## config.mk

```make
export PLATFORM = sky130hd
export DESIGN_NAME = crp_response
export DESIGN_NICKNAME = d
export VERILOG_FILES = /design/src/hdl/crp_response.v
export VERILOG_INCLUDE_DIRS = /design/src /design/src/shared
export SDC_FILE = /design/constraint.sdc
export NUM_CORES = 1
export LEC_CHECK = 0
export BUFFER_PORTS_ARGS = -buffer_cell sky130_fd_sc_hd__buf_4
export CAP_MARGIN = 10
export CORE_ASPECT_RATIO = 1.5
export CORE_MARGIN = 2
export CORE_UTILIZATION = 61
export CTS_CLUSTER_SIZE = 16
export DETAILED_ROUTE_END_ITERATION = 10
export GPL_TIMING_DRIVEN = 0
export HOLD_SLACK_MARGIN = 0.1
export PLACE_DENSITY = 0.82
export SYNTH_ARGS = -nofsm -noshare
export SYNTH_HDL_FRONTEND = slang
export SYNTH_SLANG_ARGS = --single-unit
```

## constraint.sdc

```tcl
create_clock -name clk_in -period 4.9 [get_ports clk_in]
set_clock_uncertainty 0.05 [all_clocks]
set_input_delay 0.49 -clock clk_in [delete_from_list [all_inputs] [get_ports clk_in]]
set_output_delay 0.49 -clock clk_in [all_outputs]
set_load 0.03 [all_outputs]
```

## src/shared/crp_defs.vh

```
// constants for the coprocessor response primitive generator
`ifndef CRP_DEFS_VH
`define CRP_DEFS_VH

// register indices on the plain register port
`define CRP_REG_RESPONSE  4'h0
`define CRP_REG_CONTROL   4'h1
`define CRP_REG_SELECT    4'h2
`define CRP_REG_OPERAND   4'h3
`define CRP_REG_ADDRESS   4'h4
`define CRP_REG_COMMAND   4'h5
`define CRP_REG_STATUS    4'h6

// control register bits
`define CRP_CTL_ABORT     1
`define CRP_CTL_XACK      0

// primitive encodings
`define CRP_PRIM_NULL     16'h0802
`define CRP_PRIM_BUSY     16'h8800
`define CRP_PRIM_SUPER    16'h8400
`define CRP_PRIM_EA       16'h0a00
`define CRP_PRIM_CREG     16'h0d00
`define CRP_PRIM_ILLEGAL  16'h0000
`define CRP_PRE_HI        8'h1c
`define CRP_POST_HI       8'h1e
`define CRP_CA_BIT        14
`define CRP_PC_BIT        15

// exception vectors
`define CRP_VEC_EMUL      8'h0b
`define CRP_VEC_PROTO     8'h0d
`define CRP_VEC_CONFIG    8'h38
`define CRP_VEC_ILLOP     8'h39
`define CRP_VEC_ACCESS    8'h3a

// command word fields: [15:13] operation, [12] privileged, [2:0] fault
`define CRP_OP_FLUSH      3'h1
`define CRP_OP_LOAD       3'h2
`define CRP_OP_TEST       3'h3
`define CRP_OP_VALID      3'h4
`define CRP_OP_MOVE       3'h5
`define CRP_OP_FCMOVE     3'h6

`endif

```

## src/hdl/crp_response.v

```verilog
// response primitive sequencer for the memory management coprocessor port
`timescale 1ns/1ps
`default_nettype none
`include "crp_defs.vh"

// What this block does
// - hold register transfer request until transfer done
// - pc pass bit fifteen always clear
// - supervisor check before any user state
// - reread after supervisor check means passed
// - supervisor check at most once per instruction
// - effective address request for four instructions
// - hold address request until address delivered
// - control register request fetches function code
// - control register request once per dialog
// - response read instead of select gives illegal
// - vectors 11,13 pre; 56,57,58 post
// - exception request held until acknowledge, abort or superseded
// - acknowledge clears exception, response becomes null
// - never use mid-instruction exception form
// - pre form on illegal command or violation
// - post form on privileged move, load, test, validate faults
// - come again zero in exception requests
// - advance scan counter before post exception
module crp_response (
   // clock and reset
   input  wire        clk_in,
   input  wire        rst_in,
   // register port
   input  wire [3:0]  addr_in,
   input  wire [15:0] wdata_in,
   input  wire        wr_in,
   input  wire        rd_in,
   output reg  [15:0] rdata_out,
   // scan program counter advance request to the host side
   output reg         scan_advance_out,
   // dialog progress
   output reg         busy_out,
   output reg  [15:0] fcode_out
);

   ////////////////////////////////////////////////////////////////////////
   // dialog overview
   //
   // the host drives every dialog by reading the response register
   // each read returns the primitive that stands at that moment
   // a primitive stands until the event that retires it
   // reads never stall; read data follow one cycle after the strobe
   //
   // idle:
   //   response reads return the null primitive
   //   a command word write starts a dialog
   //   operation codes 0 and 7 are refused at once
   //   a refused command returns the pre exception, emulator vector
   //
   // supervisor stage:
   //   entered only when the privileged bit of the command is set
   //   entered before any state that user code could observe
   //   the response read that returns the check retires it
   //   the next read is the host's confirmation of supervisor state
   //   a host that fails the check never reads again and aborts
   //   the stage is entered at most once per command word
   //
   // address stage:
   //   used by flush, load, test and validate operations
   //   the address request stands for the whole address transfer
   //   the address register takes two writes, high word first
   //   only the second write completes the transfer
   //   an injected fault turns completion into a post exception
   //   flush never faults here; it has nothing to look up
   //
   // control register stage:
   //   used by the function code move only
   //   the request is read once, then never issued again
   //   the host must next read the select register
   //   response reads before the operand write return illegal zero
   //   the operand write carries the chosen function code
   //   that write ends the dialog with the null primitive
   //
   // exception stage:
   //   the take exception primitive stands until retired
   //   an acknowledge in the control register retires it
   //   an abort in the control register retires it as well
   //   a new command word supersedes it with a protocol violation
   //   both exception forms keep come again and pc pass at zero
   //   the mid instruction form is never built
   //
   // post exceptions:
   //   the scan program counter advance pulse goes out first
   //   the pulse is one cycle long, in the cycle after the deciding strobe
   //   the primitive is visible from the following response read
   //   so the host has moved past the instruction before it stacks
   //
   // control register priority:
   //   an acknowledge in the exception stage is served first
   //   then an abort in any stage
   //   then a command word written while a dialog runs
   //   the stage logic only acts when none of these occurs
   //
   // command word layout:
   //   bits 15 to 13 select the operation
   //   bit 12 marks the operation as privileged
   //   bit 3 is returned as the function code selector
   //   bits 2 to 0, when nonzero, inject a fault for test
   //
   // exception vectors:
   //   emulator trap and protocol violation are pre exceptions
   //   configuration, illegal operation and access are post
   //   a faulting privileged register move reports configuration
   //   a faulting load or test reports illegal operation
   //   a failed pointer validation reports access violation
   //
   // hazards and limits:
   //   a command during a dialog always ends that dialog
   //   no primitive ever carries pc pass; bit 15 is masked on read
   //   the busy output lags the state by one cycle
   //   the status register shows the one-hot state for debug
   //   the register port has no wait states and no errors
   //   unmapped reads return zero, unmapped writes are dropped
   //
   // state encoding:
   //   one-hot, six stages, idle is the reset stage
   //   an illegal code falls back to idle
   ////////////////////////////////////////////////////////////////////////
   localparam S_IDLE  = 6'b000001;
   localparam S_SUPER = 6'b000010;
   localparam S_EA    = 6'b000100;
   localparam S_CREG  = 6'b001000;
   localparam S_SEL   = 6'b010000;
   localparam S_EXC   = 6'b100000;

   ////////////////////////////////////////////////////////////////////////
   // state
   reg [5:0]  state_q;
   reg [15:0] cmd_q;
   reg [15:0] prim_q;
   reg        sup_done_q;
   reg        creg_done_q;
   reg        ea_half_q;
   reg [7:0]  vec_q;
   reg        post_q;
   reg        fault_q;

   wire       wr_ctl  = wr_in && (addr_in == `CRP_REG_CONTROL);
   wire       wr_cmd  = wr_in && (addr_in == `CRP_REG_COMMAND);
   wire       wr_opnd = wr_in && (addr_in == `CRP_REG_OPERAND);
   wire       wr_addr = wr_in && (addr_in == `CRP_REG_ADDRESS);
   wire       rd_resp = rd_in && (addr_in == `CRP_REG_RESPONSE);
   wire [2:0] op      = cmd_q[15:13];

   // build an exception primitive: come again zero, pc pass zero
   function [15:0] exc_prim;
      input       post;
      input [7:0] vec;
      begin
         exc_prim = {(post ? `CRP_POST_HI : `CRP_PRE_HI), vec};
      end
   endfunction

   // decide the stage that follows the supervisor stage
   function [5:0] next_stage;
      input [2:0] opc;
      begin
         if (opc == `CRP_OP_FLUSH || opc == `CRP_OP_LOAD ||
             opc == `CRP_OP_TEST || opc == `CRP_OP_VALID) begin
            next_stage = S_EA;
         end else if (opc == `CRP_OP_FCMOVE) begin
            next_stage = S_CREG;
         end else begin
            next_stage = S_IDLE;
         end
      end
   endfunction

   ////////////////////////////////////////////////////////////////////////
   // dialog sequencer
   always @(posedge clk_in or posedge rst_in) begin
      if (rst_in) begin
         state_q          <= S_IDLE;
         cmd_q            <= 16'h0000;
         prim_q           <= `CRP_PRIM_NULL;
         sup_done_q       <= 1'b0;
         creg_done_q      <= 1'b0;
         ea_half_q        <= 1'b0;
         vec_q            <= 8'h00;
         post_q           <= 1'b0;
         fault_q          <= 1'b0;
         scan_advance_out <= 1'b0;
         fcode_out        <= 16'h0000;
      end else begin
         scan_advance_out <= 1'b0;
         if (wr_ctl && wdata_in[`CRP_CTL_XACK] && state_q == S_EXC) begin
            // acknowledge drops the request and returns null
            state_q <= S_IDLE;
            prim_q  <= `CRP_PRIM_NULL;
         end else if (wr_ctl && wdata_in[`CRP_CTL_ABORT]) begin
            state_q <= S_IDLE;
            prim_q  <= `CRP_PRIM_NULL;
         end else if (wr_cmd && state_q != S_IDLE) begin
            // a command mid dialog is a protocol violation
            state_q <= S_EXC;
            vec_q   <= `CRP_VEC_PROTO;
            post_q  <= 1'b0;
            prim_q  <= exc_prim(1'b0, `CRP_VEC_PROTO);
         end else begin
            case (state_q)
               S_IDLE: begin
                  if (wr_cmd) begin
                     cmd_q       <= wdata_in;
                     sup_done_q  <= 1'b0;
                     creg_done_q <= 1'b0;
                     ea_half_q   <= 1'b0;
                     fault_q     <= |wdata_in[2:0];
                     if (wdata_in[15:13] == 3'h0 ||
                         wdata_in[15:13] == 3'h7) begin
                        state_q <= S_EXC;
                        vec_q   <= `CRP_VEC_EMUL;
                        post_q  <= 1'b0;
                        prim_q  <= exc_prim(1'b0, `CRP_VEC_EMUL);
                     end else if (wdata_in[12]) begin
                        // check privilege before touching state
                        state_q    <= S_SUPER;
                        sup_done_q <= 1'b1;
                        prim_q     <= `CRP_PRIM_SUPER;
                     end else begin
                        state_q <= next_stage(wdata_in[15:13]);
                        prim_q  <= (next_stage(wdata_in[15:13]) == S_EA) ?
                                   `CRP_PRIM_EA :
                                   (next_stage(wdata_in[15:13]) == S_CREG) ?
                                   `CRP_PRIM_CREG : `CRP_PRIM_NULL;
                     end
                  end
               end
               S_SUPER: begin
                  // the response read that returns the check retires it
                  if (rd_resp) begin
                     state_q <= next_stage(op);
                     if (next_stage(op) == S_EA) begin
                        prim_q <= `CRP_PRIM_EA;
                     end else if (next_stage(op) == S_CREG &&
                                  !creg_done_q) begin
                        prim_q <= `CRP_PRIM_CREG;
                     end else if (op == `CRP_OP_MOVE && fault_q) begin
                        scan_advance_out <= 1'b1;
                        state_q <= S_EXC;
                        vec_q   <= `CRP_VEC_CONFIG;
                        post_q  <= 1'b1;
                        prim_q  <= exc_prim(1'b1, `CRP_VEC_CONFIG);
                     end else begin
                        state_q <= S_IDLE;
                        prim_q  <= `CRP_PRIM_NULL;
                     end
                  end
               end
               S_EA: begin
                  // held until both address words have arrived
                  if (wr_addr) begin
                     ea_half_q <= ~ea_half_q;
                     if (ea_half_q) begin
                        if (fault_q && op != `CRP_OP_FLUSH) begin
                           scan_advance_out <= 1'b1;
                           state_q <= S_EXC;
                           post_q  <= 1'b1;
                           vec_q   <= (op == `CRP_OP_VALID) ?
                                      `CRP_VEC_ACCESS : `CRP_VEC_ILLOP;
                           prim_q  <= exc_prim(1'b1,
                                      (op == `CRP_OP_VALID) ?
                                      `CRP_VEC_ACCESS :
                                      `CRP_VEC_ILLOP);
                        end else begin
                           state_q <= S_IDLE;
                           prim_q  <= `CRP_PRIM_NULL;
                        end
                     end
                  end
               end
               S_CREG: begin
                  if (rd_resp) begin
                     // request seen; only one issue per dialog
                     state_q     <= S_SEL;
                     creg_done_q <= 1'b1;
                     prim_q      <= `CRP_PRIM_ILLEGAL;
                  end
               end
               S_SEL: begin
                  if (wr_opnd) begin
                     fcode_out <= wdata_in;
                     state_q   <= S_IDLE;
                     prim_q    <= `CRP_PRIM_NULL;
                  end
               end
               S_EXC: begin
                  prim_q <= exc_prim(post_q, vec_q);
               end
               default: begin
                  state_q <= S_IDLE;
               end
            endcase
         end
      end
   end

   ////////////////////////////////////////////////////////////////////////
   // read data one cycle after the strobe
   always @(posedge clk_in or posedge rst_in) begin
      if (rst_in) begin
         rdata_out <= 16'h0000;
         busy_out  <= 1'b0;
      end else begin
         busy_out <= (state_q != S_IDLE);
         if (rd_in) begin
            if (addr_in == `CRP_REG_RESPONSE) begin
               // bit 15 forced clear for every primitive
               rdata_out <= prim_q & 16'h7fff;
            end else if (addr_in == `CRP_REG_SELECT) begin
               rdata_out <= {15'h0000, cmd_q[3]};
            end else if (addr_in == `CRP_REG_COMMAND) begin
               rdata_out <= cmd_q;
            end else if (addr_in == `CRP_REG_STATUS) begin
               // stage flags beside the one-hot state
               rdata_out <= {8'h00, sup_done_q, creg_done_q, state_q};
            end else begin
               rdata_out <= 16'h0000;
            end
         end else begin
            rdata_out <= 16'h0000;
         end
      end
   end

endmodule
`default_nettype wire

```

* Word level (Yosys, flattened, before mapping) *
Index checks and enable logic that the tools add are counted.

operators by class
  eq/ne operators = 49
  mux-type cells = 103
  bitwise operators = 4
  reduce and logical (&&, ||, !) cells = 34

operator list
  kind                                                              count
  6-bit 2-to-1 mux                                                  32
  15-bit 2-to-1 mux                                                 10
  15-bit case mux with 6 select lines                               1
  8-bit 2-to-1 mux                                                  11
  16-bit 2-to-1 mux                                                 4
  13-bit 2-to-1 mux                                                 4
  6-bit case mux with 6 select lines                                1
  5-bit != test (second input constant)                             6
  3-bit != test (second input constant)                             9
  1-bit 2-to-1 mux                                                  25
  8-bit case mux with 3 select lines                                1
  11-bit 2-to-1 mux                                                 2
  4-bit 2-to-1 mux                                                  5
  3-bit == test (second input constant)                             6
  6-bit by 3-bit == test with 1-bit output (second input constant)  3
  6-bit by 4-bit == test with 1-bit output (second input constant)  3
  7-bit AND reduction                                               2
  3-bit by 2-bit == test with 1-bit output (second input constant)  4
  4-bit by 3-bit == test with 1-bit output (second input constant)  3
  1-bit logical AND                                                 12
  12-bit 2-to-1 mux                                                 1
  12-bit AND reduction                                              1
  6-bit AND reduction                                               2
  5-bit AND reduction                                               2
  23 further kinds                                                  40

storage, ports and cells
  flip-flop bits (word level) = 84
  input port bits = 24
  output and inout bits = 34
  logic and storage cells = 203

* Depth between registers and ports, before layout *
  word-level depth = 26
  depth in mapped cells = 11
  depth with buffers taken out = 8

* Worst setup path after synthesis *
OpenSTA, ideal clock, no wires.

  path kind = register -> register
  start point = reg state_q[4]
  end point = reg fcode_out[0]
  library setup time = 0.125 ns
  arrival time = 2.387 ns
  required time = 4.725 ns
  slack = 2.338 ns
  cell stages (with the launch flop) = 8
  path buffers = 1
  clock period less this slack = 2.562 ns
  cells stage by stage = dfrtp_1 -> nor2_1 -> nand4b_2 -> ha_1 -> o21bai_1 -> nor3b_2 -> buf_4 -> mux2_2

on the way
  longest elaborated chain between the ends = 4
  elaborated cells between the ends (all ways) = 8
  those cells by class = eq/ne (3); bitwise (2); reduce/logical (3)

ends and longest elaborated chain
  element                                                                    RTL line                                RTL
  start, declared                                                            crp_response.v:134                      reg [5:0] state_q;
  start signal, assigned                                                     crp_response.v:226                      state_q <= next_stage(wdata_in[15:13]);
  start signal, assigned                                                     crp_response.v:237                      state_q <= next_stage(op);
  6-bit by 1-bit != test with 1-bit output or 6-bit == test (tied branches)  crp_response.v:199, crp_response.v:192
  1-bit logical AND, on equally long branches                                crp_response.v:199, crp_response.v:192
  1-bit NOT (no line)                                                        n/a
  5-bit AND reduction (no line) (*)                                          n/a
  end signal, assigned                                                       crp_response.v:287                      fcode_out <= wdata_in;
  end, declared                                                              crp_response.v:39                       output reg [15:0] fcode_out

Mark *: on every way between the ends. The rest lies on a longest branch, timed or not.
A chain may end at the register's enable or synchronous reset.

* Worst setup path after layout *
  start point = reg state_q[4]
  end point = reg fcode_out[4]

Same word-level chain as after synthesis.

==> impl_results.md <==
* Port Buffer Count at 52
* Vias per std cell at between 6 and 7
* Final ANT Viol Nets at 0
* Clock Pin Slew Worst Setup and Hold Paths at 80 ps
* Hold Crit Class: input pin to asynchronous set/reset pin
* Hold slack at 274.6 ps
* Pleak at between 2 and 2.5 nW
* # Post-CTS Setup Buffers at 0
* Die Wd at a little under 70 µm
* Drt drc at 0
* Layout cells sized above 1 at ~33%
* Switch share at 37.42%
* CTS Buf Count at 9
* Tightest Pin Transition at approximately 900 ps
* Clock power share at a little over a fifth
* Num ports at 58
* H-tree depth at 3
* Root buffer cell: clkbuf_8
* Dpl ws at ~1500 ps
* CTS Hold Bufs at 0
* Hold Vio Cnt, Final at 0
* Top delay family on crit path: simple AND/OR/NAND/NOR gates
* Maximum vdd drop at between 0.0004 and 0.0005 V
* RR Endpoint: fcode_out[4]$_DFFE_PP0P_
* Area Overhead vs Synth at 17.82%
* RSZ-0062 raised after global routing: no
* CP bufs+invs at 1
* Synthesized cell area at approximately 3800 µm²
* CTS Sinks at 75
* Reg2reg path depth at 7
* # rows at 35
* Peak Freq at between 200 and 300 MHz
* CP max FO at 10
* CTS tree: built
* N_diodes at 0
* Sequential Power Share at around two fifths
* Fillers at around 440
* Slew HR at 40.01%
* Full die area at between 6000 and 7000 µm²
* Worst Path Required at 5090 ps
* Final HPWL from detailed placement at 7.322 mm
* Number of max-cap violations at 0
* Final min period at roughly 3500 ps
* WL final at 10.27 mm
* Distinct cells, synth at between 60 and 70
* GPL Wtd Cong at between 0.9 and 1
* Clock latency on the worst-skew pair at 360 ps
* First-pass GRT wire length at around 16 mm
* Comb pwr share at approximately 40%
* EDFF count, synth at 0
* Worst setup EP type: flop
* Async S/R FF share, synth at 100.0%
* WS Path Type: flop to flop
* Dpl cells at roughly 480
* Max stage delay on crit path at 700 ps
* Final period utilization at ~70%
* Vias in the first global route at 3155
* Largest net degree at the start of global routing at 76
* Grt total ovfl at 0
* Initial core utilization at approximately 63%
* Worst reg2reg setup slack at approximately 1400 ps
* Initial drt markers at 256
* Reg-to-Reg Start: state_q[4]$_DFFE_PP0P_
* Post-Layout Cell Count at roughly 490
* Sw power at between 0.0008 and 0.0009 W
* Layout Utilization at ~74%
* CP max-delay cell: nor3b_2
* GRT Util Overall at 32.45%
* Seq cells post-synth at 75
* Core Region at ~6100 µm²
* Register area share after synthesis at between 40% and 50%
* Critical path launch point type: flop
* Most used DFF post-synth: dfrtp_1
* Setup violations, final at 0
* Setup WS post-layout at roughly 1400 ps
* WL/cell at around 21 µm
* Crit path arrival time at between 3000 and 4000 ps
* CTS max path bufs at 2
* Initial antenna violation count at 0
* Die Y at approximately 100 µm
* Pre-antenna DRT Iters at 6
* WP depth at 7
* Via count at approximately 3.1k
* Gate count of the mapped netlist at 350
* Commonest non-fill, non-tap cell in the layout: dfrtp_1
* Commonest non-fill, non-tap cells in the layout: dfrtp_1 (72), buf_4 (56), mux2_2 (36)
* Post-synth net total at around 380
* Count of final max-slew check failures at 0
* Syn. warnings at 0
* Setup_tns at 0 ps
* Status: finished clean
* Pint at 0.001393 W
* Syn Area/Cell at between 10 and 15 µm²
* Final #Nets at 440
* Cts repair resizes at 0
* Crit-path cells: nor2_1, nand4b_2, ha_1, o21bai_1, nor3b_2, buf_4, mux2_2
* Total power per unit cell area at about 500 nW/µm²
==> power groups by stage <==
stage / clock network (W) / logic (W) / registers [W]
global route: 0.000501 / 0.000963 / 0.000877
global placement: 0 / 0.000862 / 0.000861
detailed placement: 0 / 0.000879 / 0.000869
floorplan: 0 / 0.000650 / 0.000857
finish: 0.000471 / 0.000895 / 0.000860
CTS: 0.000475 / 0.000884 / 0.000858
==> layer usage <==
layer	up-vias	global-route usage (%)	wire length (µm)
met5	-	0	0
met4	0	15.38	454
met3	42	7.709	660
met2	151	54.88	5364
met1	1527	37.54	3792
li1	1400	-	-
==> logic make-up (layout without fill, tap and decap cells) <==
logic type      after synthesis  after routing  share of synthesized area [%]
fa+ha+maj                     3              3                         0.9847
mux                          46             46                          14.05
simple gates                113            113                          17.23
compound gates               73             73                          13.03
buf+inv                      37            105                          4.693
flops                        75             75                          49.33
xor+xnor                      3              3                         0.6893
==> flip-flops by register name (all words and copies together), names as in the netlist, 4 cells and up <==
| name | count |
|---|---|
| fcode_out | 16 |
| rdata_out | 16 |
| cmd_q | 16 |
| state_q | 6 |
| prim_q | 10 |
| vec_q | 4 |
==> synthesized netlist by cell type, drive strengths merged, types with 5 or more instances <==
cell type	instances	area (µm²)
nand2	18	67.56
nand2b	7	43.79
clkbuf	11	42.54
nor3	11	55.05
dfrtp	72	1802
nor2b	6	40.04
nand3	8	40.04
nand4	5	31.28
inv	12	45.04
a22o	8	70.07
buf	13	87.58
a21oi	22	113.9
nor2	25	93.84
and2	7	43.79
mux2	42	495.5
o21ai	11	58.81
==> layout make-up <==
cell class	instances	area (µm²)	share of cell area, %
multi-input cells	238	1753	39.03
repair buffers	52	390.4	8.691
well taps	74	92.59	2.061
flip-flops and latches	75	1881	41.87
plain buffers	24	130.1	2.897
inverters	13	51.30	1.142
clock buffers	10	127.6	2.841
clock inverters	6	66.31	1.476
==> how the worst max path moves through the flow <==
| stage | start | to |
|---|---|---|
| floorplan | state_q[4]$_DFFE_PP0P_ | fcode_out[0]$_DFFE_PP0P_ |
| global placement | state_q[5]$_DFFE_PP0P_ | fcode_out[14]$_DFFE_PP0P_ |
| detailed placement | state_q[4]$_DFFE_PP0P_ | fcode_out[6]$_DFFE_PP0P_ |
| CTS | state_q[4]$_DFFE_PP0P_ | fcode_out[13]$_DFFE_PP0P_ |
| global route | state_q[4]$_DFFE_PP0P_ | fcode_out[4]$_DFFE_PP0P_ |
| finish | state_q[4]$_DFFE_PP0P_ | fcode_out[4]$_DFFE_PP0P_ |
==> stage by stage <==
| step | area, µm² | total power (W) |
|---|---|---|
| floorplan | 3812 | 0.001507 |
| finish | 4492 | 0.002226 |
| detailed placement | 4298 | 0.001749 |
| CTS | 4492 | 0.002217 |
| global route | 4492 | 0.002341 |
| global placement | 4295 | 0.001723 |
(Power assumes the default switching activity.)
